File: src/rtl/pcwd_pkg.sv
/*
 * Shared constants and carrier types for the pad command word dispatcher.
 * Assumes a single 125 MHz system clock and a serial link delivering
 * duplicated 24-bit command words with a bit strobe and a frame level.
 */
package pcwd_pkg;

    // System clock rate
    localparam int unsigned CLK_HZ          = 125_000_000;

    // Command word framing
    localparam int unsigned WORD_W          = 24;
    localparam int unsigned BIT_CNT_W       = 5;
    localparam logic [4:0]  LAST_BIT        = 5'h17;

    // Destination field, top two bits of the word
    localparam int unsigned DEST_W          = 2;
    localparam int unsigned PAYLOAD_W       = 22;
    localparam logic [1:0]  DEST_LOADER     = 2'h0;
    localparam logic [1:0]  DEST_POWER      = 2'h1;
    localparam logic [1:0]  DEST_CONTROL    = 2'h2;

    // Power unit payload fields
    localparam int unsigned PWR_OP_BIT      = 21;
    localparam int unsigned PWR_VOLT_W      = 12;
    localparam int unsigned PWR_SW_W        = 8;
    localparam int unsigned PWR_SW_ON_BIT   = 8;
    localparam logic [11:0] PWR_VOLT_RST    = 12'h000;
    localparam logic [7:0]  PWR_SW_RST      = 8'h00;

    // Control unit payload fields
    localparam int unsigned CTL_RELAYS      = 32;
    localparam int unsigned CTL_STATE_BIT   = 5;

    // Sequencer loading bit rate and derived bit time
    localparam int unsigned SEQ_BIT_RATE_BPS = 250;
    localparam int unsigned SEQ_BIT_CYCLES   = CLK_HZ / SEQ_BIT_RATE_BPS;

    // Suggested link bit rate band, far below what the sampler can follow
    localparam int unsigned LINK_RATE_MIN_BPS = 50_000;
    localparam int unsigned LINK_RATE_MAX_BPS = 150_000;

    // Decoded command word
    typedef struct packed
    {
        logic [DEST_W-1:0]    dest;
        logic [PAYLOAD_W-1:0] payload;
    } pcwd_cmd_t;

    // Confirmation sent back to the remote test complex
    typedef struct packed
    {
        logic      valid;
        pcwd_cmd_t word;
    } pcwd_confirm_t;

    // Receiver phases
    typedef enum logic [1:0]
    {
        RX_HUNT,
        RX_COPY1,
        RX_COPY2,
        RX_DONE
    } pcwd_rx_t;

endpackage

File: src/rtl/pcwd_seq_loader.sv
/*
 * Sequencer loading unit: holds one command word and clocks it serially,
 * MSB first, into the spacecraft sequencer storage at the slow bit rate.
 * Assumes the caller holds an offered word until ready_o is high.
 */
`timescale 1ns/1ns
module pcwd_seq_loader
#(
    parameter int unsigned BIT_CYCLES = pcwd_pkg::SEQ_BIT_CYCLES
)
(
    input  wire logic              clk_i,
    input  wire logic              rst_n_i,
    input  wire logic              load_valid_i,
    input  pcwd_pkg::pcwd_cmd_t    load_word_i,
    output logic                   ready_o,
    output logic                   seq_clk_o,
    output logic                   seq_data_o,
    output logic                   done_o,
    output pcwd_pkg::pcwd_cmd_t    done_word_o
);
    import pcwd_pkg::*;

    localparam int unsigned HALF = (BIT_CYCLES / 2 < 1) ? 1 : BIT_CYCLES / 2;
    localparam logic [31:0] HALF_LAST = 32'(HALF - 1);

    // All loader state
    typedef struct packed
    {
        logic            busy;      // Word being shifted
        logic [31:0]     tick;      // Cycles within a half bit
        logic [4:0]      bits;      // Bits already sent
        logic [23:0]     shreg;     // Remaining bits, MSB out
        pcwd_cmd_t       word;      // Copy for confirmation
        logic            sclk;      // Sequencer clock level
        logic            sdat;      // Sequencer data level
        logic            done;      // Word finished pulse
    } pcwd_ld_state_t;

    pcwd_ld_state_t st_reg;
    pcwd_ld_state_t st_next;

    // Next-state logic for the shifter
    always_comb
    begin
        st_next      = st_reg;
        st_next.done = 1'b0;
        if (!st_reg.busy)
        begin
            // Take a new word, present its first bit
            if (load_valid_i)
            begin
                st_next.busy  = 1'b1;
                st_next.word  = load_word_i;
                st_next.shreg = load_word_i;
                st_next.sdat  = load_word_i.dest[1];
                st_next.sclk  = 1'b0;
                st_next.tick  = 32'h0;
                st_next.bits  = 5'h00;
            end
        end
        else if (st_reg.tick != HALF_LAST)
        begin
            // Wait out the half bit
            st_next.tick = st_reg.tick + 32'h1;
        end
        else
        begin
            st_next.tick = 32'h0;
            if (!st_reg.sclk)
            begin
                // Rising edge, sequencer samples the data
                st_next.sclk = 1'b1;
            end
            else
            begin
                // Falling edge, advance to the next bit
                st_next.sclk  = 1'b0;
                st_next.shreg = {st_reg.shreg[22:0], 1'b0};
                st_next.sdat  = st_reg.shreg[22];
                st_next.bits  = st_reg.bits + 5'h01;
                if (st_reg.bits == LAST_BIT)
                begin
                    st_next.busy = 1'b0;
                    st_next.sdat = 1'b0;
                    st_next.done = 1'b1;
                end
            end
        end
    end

    // State register
    always_ff @(posedge clk_i or negedge rst_n_i)
    begin
        if (!rst_n_i)
            st_reg <= '0;
        else
            st_reg <= st_next;
    end

    assign ready_o     = !st_reg.busy;
    assign seq_clk_o   = st_reg.sclk;
    assign seq_data_o  = st_reg.sdat;
    assign done_o      = st_reg.done;
    assign done_word_o = st_reg.word;

endmodule

File: src/rtl/pcwd_dispatcher.sv
/*
 * Pad command word dispatcher: receives duplicated 24-bit command words
 * from the remote test complex, verifies the copies, routes each verified word to
 * the sequencer loader, power unit or control unit or refuses it, and confirms execution.
 * Assumes the link modem gives data, a bit strobe and a frame level, all
 * asynchronous to clk_i and much slower than it.
 */
// Operation
// - Link words are fixed 24-bit frames.
// - Each word sent twice; compare before execution.
// - Verified word goes to at most one unit; unassigned dest or loader word while one waits is refused.
// - Loader stores word, shifts out at 250 bps.
// - Power words adjust voltage or switch supplies.
// - Control words become discrete relay outputs.
// - Every executed command returns a confirmation.
// - Link bit rate suggested 50 to 150 kbps.
`timescale 1ns/1ns
module pcwd_dispatcher
#(
    parameter int unsigned SEQ_BIT_CYCLES = pcwd_pkg::SEQ_BIT_CYCLES,
    parameter int unsigned NUM_RELAYS     = pcwd_pkg::CTL_RELAYS
)
(
    input  wire logic                             clk_i,
    input  wire logic                             rst_n_i,
    input  wire logic                             link_data_i,
    input  wire logic                             link_strobe_i,
    input  wire logic                             link_frame_i,
    output logic                                  seq_clk_o,
    output logic                                  seq_data_o,
    output logic [pcwd_pkg::PWR_VOLT_W-1:0]       power_volt_o,
    output logic [pcwd_pkg::PWR_SW_W-1:0]         power_switch_o,
    output logic [NUM_RELAYS-1:0]                 relay_o,
    output pcwd_pkg::pcwd_confirm_t               confirm_o,
    output logic                                  mismatch_o,
    output logic                                  reject_o
);
    import pcwd_pkg::*;

    localparam int unsigned IDX_W = (NUM_RELAYS > 1) ? $clog2(NUM_RELAYS) : 1;

    // All dispatcher state
    typedef struct packed
    {
        logic [2:0]              sync1;     // Pin sampler stage one
        logic [2:0]              sync2;     // Pin sampler stage two
        logic                    strb_prev; // Strobe level last cycle
        pcwd_rx_t                rx;        // Receiver phase
        logic [BIT_CNT_W-1:0]    cnt;       // Bits in current copy
        logic [WORD_W-1:0]       first;     // First copy
        logic [WORD_W-1:0]       second;    // Second copy in progress
        logic                    pend_v;    // Loader word waiting
        pcwd_cmd_t               pend;      // Waiting loader word
        logic                    ldc_v;     // Loader confirmation owed
        pcwd_cmd_t               ldc;       // Word owed a confirmation
        logic [PWR_VOLT_W-1:0]   volt;      // Voltage adjust level
        logic [PWR_SW_W-1:0]     sw;        // Supply switch states
        logic [NUM_RELAYS-1:0]   relay;     // Relay discretes
        pcwd_confirm_t           conf;      // Confirmation pulse
        logic                    mism;      // Mismatch pulse
        logic                    rej;       // Reject pulse
    } pcwd_state_t;

    pcwd_state_t st_reg;
    pcwd_state_t st_next;

    // Loader handshake
    logic        ld_ready;
    logic        ld_done;
    pcwd_cmd_t   ld_done_word;

    // Sequencer loading unit
    pcwd_seq_loader
    #(
        .BIT_CYCLES   (SEQ_BIT_CYCLES)
    )
    u_loader
    (
        .clk_i        (clk_i),
        .rst_n_i      (rst_n_i),
        .load_valid_i (st_reg.pend_v),
        .load_word_i  (st_reg.pend),
        .ready_o      (ld_ready),
        .seq_clk_o    (seq_clk_o),
        .seq_data_o   (seq_data_o),
        .done_o       (ld_done),
        .done_word_o  (ld_done_word)
    );

    // Apply a supply switching command
    function automatic logic [PWR_SW_W-1:0] switch_apply(input logic [PWR_SW_W-1:0] cur,
                                                         input logic [PAYLOAD_W-1:0] pl);
        logic [PWR_SW_W-1:0] mask;
        mask = pl[PWR_SW_W-1:0];
        if (pl[PWR_SW_ON_BIT])
            switch_apply = cur | mask;
        else
            switch_apply = cur & ~mask;
    endfunction

    // Next-state logic: sampling, framing, verify, dispatch, confirm
    always_comb
    begin
        logic       bit_rise;
        logic       frame;
        logic       din;
        logic       verify;
        logic       exec_conf;
        logic [WORD_W-1:0] full2;
        pcwd_cmd_t  w;
        logic [IDX_W-1:0] idx;
        bit_rise  = 1'b0;
        frame     = 1'b0;
        din       = 1'b0;
        verify    = 1'b0;
        exec_conf = 1'b0;
        full2     = '0;
        w         = '0;
        idx       = '0;

        st_next          = st_reg;
        st_next.conf     = '0;
        st_next.mism     = 1'b0;
        st_next.rej      = 1'b0;

        // Two-stage sampling of the link pins, sampler far faster than link
        st_next.sync1     = {link_frame_i, link_strobe_i, link_data_i};
        st_next.sync2     = st_reg.sync1;
        st_next.strb_prev = st_reg.sync2[1];
        frame    = st_reg.sync2[2];
        din      = st_reg.sync2[0];
        bit_rise = st_reg.sync2[1] & ~st_reg.strb_prev;

        // Receiver phases
        unique case (st_reg.rx)
            RX_HUNT:
            begin
                // Wait for a frame to open
                if (frame)
                begin
                    st_next.rx  = RX_COPY1;
                    st_next.cnt = '0;
                end
            end
            RX_COPY1:
            begin
                if (!frame)
                    st_next.rx = RX_HUNT;
                else if (bit_rise)
                begin
                    // Collect 24 bits of the first copy
                    st_next.first = {st_reg.first[WORD_W-2:0], din};
                    st_next.cnt   = st_reg.cnt + 5'h01;
                    if (st_reg.cnt == LAST_BIT)
                    begin
                        st_next.rx  = RX_COPY2;
                        st_next.cnt = '0;
                    end
                end
            end
            RX_COPY2:
            begin
                if (!frame)
                    st_next.rx = RX_HUNT;
                else if (bit_rise)
                begin
                    // Collect the second copy, compare at its last bit
                    full2          = {st_reg.second[WORD_W-2:0], din};
                    st_next.second = full2;
                    st_next.cnt    = st_reg.cnt + 5'h01;
                    if (st_reg.cnt == LAST_BIT)
                    begin
                        st_next.rx = RX_DONE;
                        if (full2 == st_reg.first)
                            verify = 1'b1;
                        else
                            st_next.mism = 1'b1;
                    end
                end
            end
            RX_DONE:
            begin
                // Hold until the frame closes
                if (!frame)
                    st_next.rx = RX_HUNT;
            end
        endcase

        // Loader takes the waiting word
        if (st_reg.pend_v && ld_ready)
            st_next.pend_v = 1'b0;

        // Route a verified word to one unit only
        w   = st_reg.first;
        idx = w.payload[IDX_W-1:0];
        if (verify)
        begin
            unique case (w.dest)
                DEST_LOADER:
                begin
                    // Park the word for the loader, refuse if one waits
                    if (st_next.pend_v)
                        st_next.rej = 1'b1;
                    else
                    begin
                        st_next.pend_v = 1'b1;
                        st_next.pend   = w;
                    end
                end
                DEST_POWER:
                begin
                    // Voltage adjust or supply switching
                    if (w.payload[PWR_OP_BIT])
                        st_next.sw = switch_apply(st_reg.sw, w.payload);
                    else
                        st_next.volt = w.payload[PWR_VOLT_W-1:0];
                    exec_conf = 1'b1;
                end
                DEST_CONTROL:
                begin
                    // Drive one relay discrete
                    if (32'(idx) < NUM_RELAYS)
                    begin
                        st_next.relay[idx] = w.payload[CTL_STATE_BIT];
                        exec_conf = 1'b1;
                    end
                    else
                        st_next.rej = 1'b1;
                end
                default:
                begin
                    // Unassigned destination code
                    st_next.rej = 1'b1;
                end
            endcase
        end

        // Confirmations: direct execution first, loader one when free
        if (exec_conf)
        begin
            st_next.conf.valid = 1'b1;
            st_next.conf.word  = w;
        end
        else if (st_reg.ldc_v)
        begin
            st_next.conf.valid = 1'b1;
            st_next.conf.word  = st_reg.ldc;
            st_next.ldc_v      = 1'b0;
        end
        // Loader finishing sets the owed flag, wins over the clear
        if (ld_done)
        begin
            st_next.ldc_v = 1'b1;
            st_next.ldc   = ld_done_word;
        end
    end

    // State register
    always_ff @(posedge clk_i or negedge rst_n_i)
    begin
        if (!rst_n_i)
        begin
            st_reg      <= '0;
            st_reg.rx   <= RX_HUNT;
            st_reg.volt <= PWR_VOLT_RST;
            st_reg.sw   <= PWR_SW_RST;
        end
        else
            st_reg <= st_next;
    end

    assign power_volt_o   = st_reg.volt;
    assign power_switch_o = st_reg.sw;
    assign relay_o        = st_reg.relay;
    assign confirm_o      = st_reg.conf;
    assign mismatch_o     = st_reg.mism;
    assign reject_o       = st_reg.rej;

endmodule

File: config.mk
export PLATFORM = sky130hd
export DESIGN_NAME = pcwd_dispatcher
export DESIGN_NICKNAME = d
export VERILOG_FILES = /design/src/rtl/pcwd_pkg.sv /design/src/rtl/pcwd_seq_loader.sv /design/src/rtl/pcwd_dispatcher.sv
export SDC_FILE = /design/constraint.sdc
export NUM_CORES = 1
export LEC_CHECK = 0
export BUFFER_PORTS_ARGS = -buffer_cell sky130_fd_sc_hd__buf_2
export CORE_MARGIN = 1.5
export CORE_UTILIZATION = 30
export DETAILED_ROUTE_END_ITERATION = 7
export REMOVE_ABC_BUFFERS = 1
export SLEW_MARGIN = 15
export SYNTH_ARGS = -nofsm -noshare
export SYNTH_HDL_FRONTEND = slang
export SYNTH_SLANG_ARGS = --single-unit
File: constraint.sdc
create_clock -name clk_i -period 5 [get_ports clk_i]
set_clock_uncertainty 0.2 [all_clocks]
set_input_delay 1.25 -clock clk_i [delete_from_list [all_inputs] [get_ports clk_i]]
set_output_delay 1.25 -clock clk_i [all_outputs]
set_load 0.1 [all_outputs]
* Word-level counts from Yosys, hierarchy flattened *
Index checks and enable logic that the tools add are counted.

word-level totals
  logic and storage cells = 137
  output and inout bits = 81
  flip-flop bits (word level) = 278
  input port bits = 5

cells by class
  add/subtract/negate cells = 3
  equality and inequality tests = 22
  bitwise gates (word level) = 8
  $lt $le $gt $ge = 2
  reductions and logical operators = 19
  multiplexer cells = 53

operator list
  kind                     count
  $mux W25                 5
  $mux W88                 1
  $mux W29                 3
  $mux W62                 1
  $add A32 B1 Y32 const B  1
  $bwmux W32               1
  $mux W32                 1
  $ne A32 B18 Y1 const B   1
  $mux W31                 1
  $eq A24 B24 Y1           1
  $mux W24                 1
  $mux W1                  22
  $mux W7                  3
  $reduce_and A3 Y1        6
  $ne A2 B2 Y1 const B     8
  $pmux W5 S3              1
  $mux W2                  7
  $ne A3 B3 Y1 const B     4
  $reduce_and A6 Y1        2
  $add A5 B1 Y5 const B    2
  $eq A5 B5 Y1 const B     2
  $and A8 B8 Y8            1
  $mux W8                  1
  $not A8 Y8               1
  20 further kinds         30

* Logic depth before layout (Yosys ltp) *
  depth after elaboration = 9
  mapped depth = 9
  gate-level depth less buffers = 7

* By module *
A second synthesis with hierarchy kept.

unflattened totals
  cell total of the unflattened synthesis = 1186
  area total of the unflattened synthesis = 13322.8 µm²

by module, submodules not included
  module           seq. area each (µm²)  instances  area each (µm²)  cells an instance
  pcwd_dispatcher  4754.6                1          8921.1           750
  pcwd_seq_loader  2202.1                1          4401.7           436

* Worst setup path after synthesis *
No wires, ideal clock.

  path type = register -> register
  start = reg u_loader.st_reg (netlist bit u_loader.seq_clk_o)
  end = reg u_loader.st_reg[31] in the netlist's numbering
  path slack = 2425 ps
  period minus slack after synthesis = 2575 ps
  buffers on the path = 1
  arrival time = 2249 ps
  data required time = 4674 ps
  library setup time = 126 ps
  stages on the path, launching flop included = 6
  cell sequence = dfrtp_1 -> nand2_1 -> nor4_4 -> nor2_2 -> buf_6 -> a221o_1

between the ends
  longest elaborated chain between the ends = 2

RTL lines
  item                                line                   source
  start, declared                     pcwd_seq_loader.sv:40  pcwd_ld_state_t st_reg;
  start signal, assigned              pcwd_seq_loader.sv:98  st_reg <= st_next;
  $ne A2 B2 Y1 (no source line)       --
  $reduce_and A3 Y1 (no source line)  --

No other way between the ends.
A chain may end at the register's enable or synchronous reset.

* Worst setup path after layout *
  start = reg st_reg[182] in the netlist's numbering
  end = reg st_reg (netlist bit power_volt_o[10])

between the ends
  longest elaborated chain between the ends = 3

RTL lines
  item                                line                    source
  start, declared                     pcwd_dispatcher.sv:64   pcwd_state_t st_reg;
  start signal, assigned              pcwd_dispatcher.sv:269  st_reg <= st_next;
  $eq A2 B2 Y1                        pcwd_dispatcher.sv:135  unique case (st_reg.rx)
  $mux W1                             pcwd_dispatcher.sv:135
  $reduce_and A3 Y1 (no source line)  --

No other way between the ends.

==> qor.txt <==
Clock Tree Buf Depth: 3
Yosys top cell by area: dfrtp_1
Sequential share of power: 46.5%
Die width: 211 um
Wirelength per Cell: 16.9 um
Sequential-to-total area share from yosys stat: 53.5%
R2r startpoint: st_reg[182]
Crit path time final: 3.35 ns
Switching Share: 27.3%
Logic pwr share: 10.1%
Max FO, Critical Path: 25
Via count: 8486
Final Instance Count excl. Fillers: 1746
Type of origin of the critical path: flop
Post-synthesis cell type count: 50
Peak VDD IR: 0.000261 V
Outcome: complete, no violations
DRT Wirelength: 29.6 mm
Hold Path Class: reg2reg
Synth Instances: 1147
Most numerous cell in the Yosys netlist: dfrtp_1
Max FFs per register: 107
# DRC: 0
First-pass GRT wire length: 48.5 mm
Synth top area cells: dfrtp_1, mux2_2, buf_4, nand3_1, nand2_1
Placed cell areas: 13400 sq um
Maxcap violations: 0
Post-synthesis cell area: 13000 sq um
Tot GR Track Use: 13.5%
Clock slew at reported path FFs: 0.06 ns
Number of global-route vias before repair: 8579
Die ar.: 44600 sq um
Crit. End Element: flop
Largest net degree at the start of global routing: 110
Number of hold buffers added after cts: 0
Register bit count reported by yosys: 278
Hold Vio Cnt, Final: 0
Hpwl dp: 20.4 mm
# diodes: 0
Nets: 1153
Path depth of the worst reg2reg path: 8
Routability cong.: 0.853
R2R setup slack: 1.65 ns
Count of pins over their slew limit: 0
Clock power frac: 43.4%
H-Tree Depth: 1
Synthesized area per cell: 11.3 sq um
Postcts setup bufs: 0
Crit share post-route: 66.9%
TritonCTS clock tree: yes
Final TNS setup: 0 ns
Post-synth top area share: 53.5%
Tightest Pin Transition: 1.14 ns
Via density: 4.86
Post-placement cell count: 1690
Initial DRC Count: 519
Final core occ: 33.6%
Total CTS buffers: 30
I/O Pins: 86
Worst R2R End: power_volt_o[10]
Worst-skew pair later-pin latency: 0.56 ns
Ys flop type: dfrtp_1
PwrDens: 349 nW/um^2
P_sw: 1380 uW
CP Data Arrival Time: 3.58 ns
CTS sink cnt: 278
Core area: 42900 sq um
Static Leak: 0.00708 uW
Initial Utilization: 30.3%
WS Path Type: reg2reg
CTS root buf: clkbuf_16
WP data required: 5.23 ns
Post-CTS Resized: 0
Hold Path Depth: 0
Area growth, synth to finish: 10.9%
Antenna violations before repair: 0
Fill cell count: 4283
TritonRoute pass-1 iters: 5
Pint: 3660 uW
Hold Path End: st_next[184]
Number of synthesized flops with an enable pin: 0
Most frequent cells after synthesis: dfrtp_1, mux2_2, nand2_1
YS warnings: 0
F_max: 299 MHz
Antenna Nets Post-Route: 0
Setup violators final: 0
Max-slew headroom: 24.0%
Hold path startpoint: st_next[186]
GRT overflow: 0
Layout cells sized above 1: 25.3%
PortBufs: 85
Die Ht: 211 um
PnR Total Power: 5040 uW
RSZ-0062 raised after global routing: no
FP Rows: 76
Ys async rst share: 100%
Cell area after layout: 14400 sq um
logic make-up (layout without fill, tap and decap cells):
| logic type | Yosys count | in the layout | synth area share (%) |
|---|---|---|---|
| multiplexers | 150 | 150 | 13.3 |
| AO/OA/AOI/OAI | 163 | 163 | 8.28 |
| buffers and inverters | 182 | 196 | 7.87 |
| flip-flops | 278 | 278 | 53.5 |
| AND/OR/NAND/NOR | 336 | 336 | 14.1 |
| adder cells (fa/ha/maj) | 11 | 11 | 1.06 |
| XOR/XNOR | 27 | 27 | 1.82 |
cell type report:
type | instances | area, sq um | share of cell area, %
multi-input combinational | 687 | 5020 | 34.8
clock buffer | 42 | 866 | 6.01
tap | 585 | 732 | 5.08
timing repair buffer | 101 | 568 | 3.94
inverter | 39 | 146 | 1.02
sequential | 278 | 6960 | 48.3
clock inverter | 14 | 124 | 0.859
how the worst max path moves through the flow:
stage,from,to,slack (ns)
floorplan,st_reg[161],st_reg[103],0.59
global placement,st_reg[161],power_volt_o[1],1.82
CTS,st_reg[182],power_volt_o[10],1.71
finish,st_reg[182],power_volt_o[10],1.65
global route,st_reg[182],power_volt_o[10],1.42
detailed placement,st_reg[182],power_volt_o[3],1.72
power groups by stage:
stage                     clock network, uW  logic [uW]  registers [uW]
after floorplan                           0         309            2370
after global routing                   2340         569            2350
after detailed placement                  0         506            2390
after global placement                    0         484            2390
after CTS                              2240         507            2340
final                                  2180         510            2340
routing by layer:
metal  wire [um]  global-route usage, %  share of wire [%]
met1       14500                   19.5                 49
met2       13500                   21.5                 46
met3         901                   1.71                3.0
met4         602                   3.35                2.0
met5           0                      0                  0
critical path, cell delays in order, from the launching register on:
cell	delay, ns
dfrtp_1	0.40
inv_1	0.14
ha_1	0.29
nand4b_1	0.12
buf_4	0.25
nor2_1	0.64
and3_1	0.24
and3_1	0.54
mux2_2	0.40
through the flow:
| stage | worst slack, ns | hold slack [ns] |
|---|---|---|
| 2_1_floorplan | 0.593 | 0.131 |
| 3_3_place_gp | 1.82 | 0.134 |
| 3_5_place_dp | 1.72 | 0.137 |
| 4_1_cts | 1.71 | 0.151 |
| 5_1_grt | 1.42 | 0.168 |
| 6_report | 1.65 | 0.148 |
cell usage in the layout, fill, tap and decap left out, drive strengths merged, types with 19 or more instances in the layout:
| master | netlist | final |
|---|---|---|
| mux2i | 25 | 25 |
| and2 | 25 | 25 |
| xnor2 | 26 | 26 |
| mux2 | 125 | 125 |
| nor2 | 21 | 21 |
| buf | 100 | 101 |
| nor3 | 37 | 37 |
| clkbuf | 43 | 42 |
| nand3 | 69 | 69 |
| a21oi | 25 | 25 |
| nand4 | 29 | 29 |
| dfrtp | 278 | 278 |
| a31oi | 19 | 19 |
| a21o | 27 | 27 |
| nand2 | 90 | 90 |
| inv | 39 | 39 |
| a221o | 23 | 23 |
| o21ai | 52 | 52 |
No activity file was read; power rests on OpenSTA's default activity.
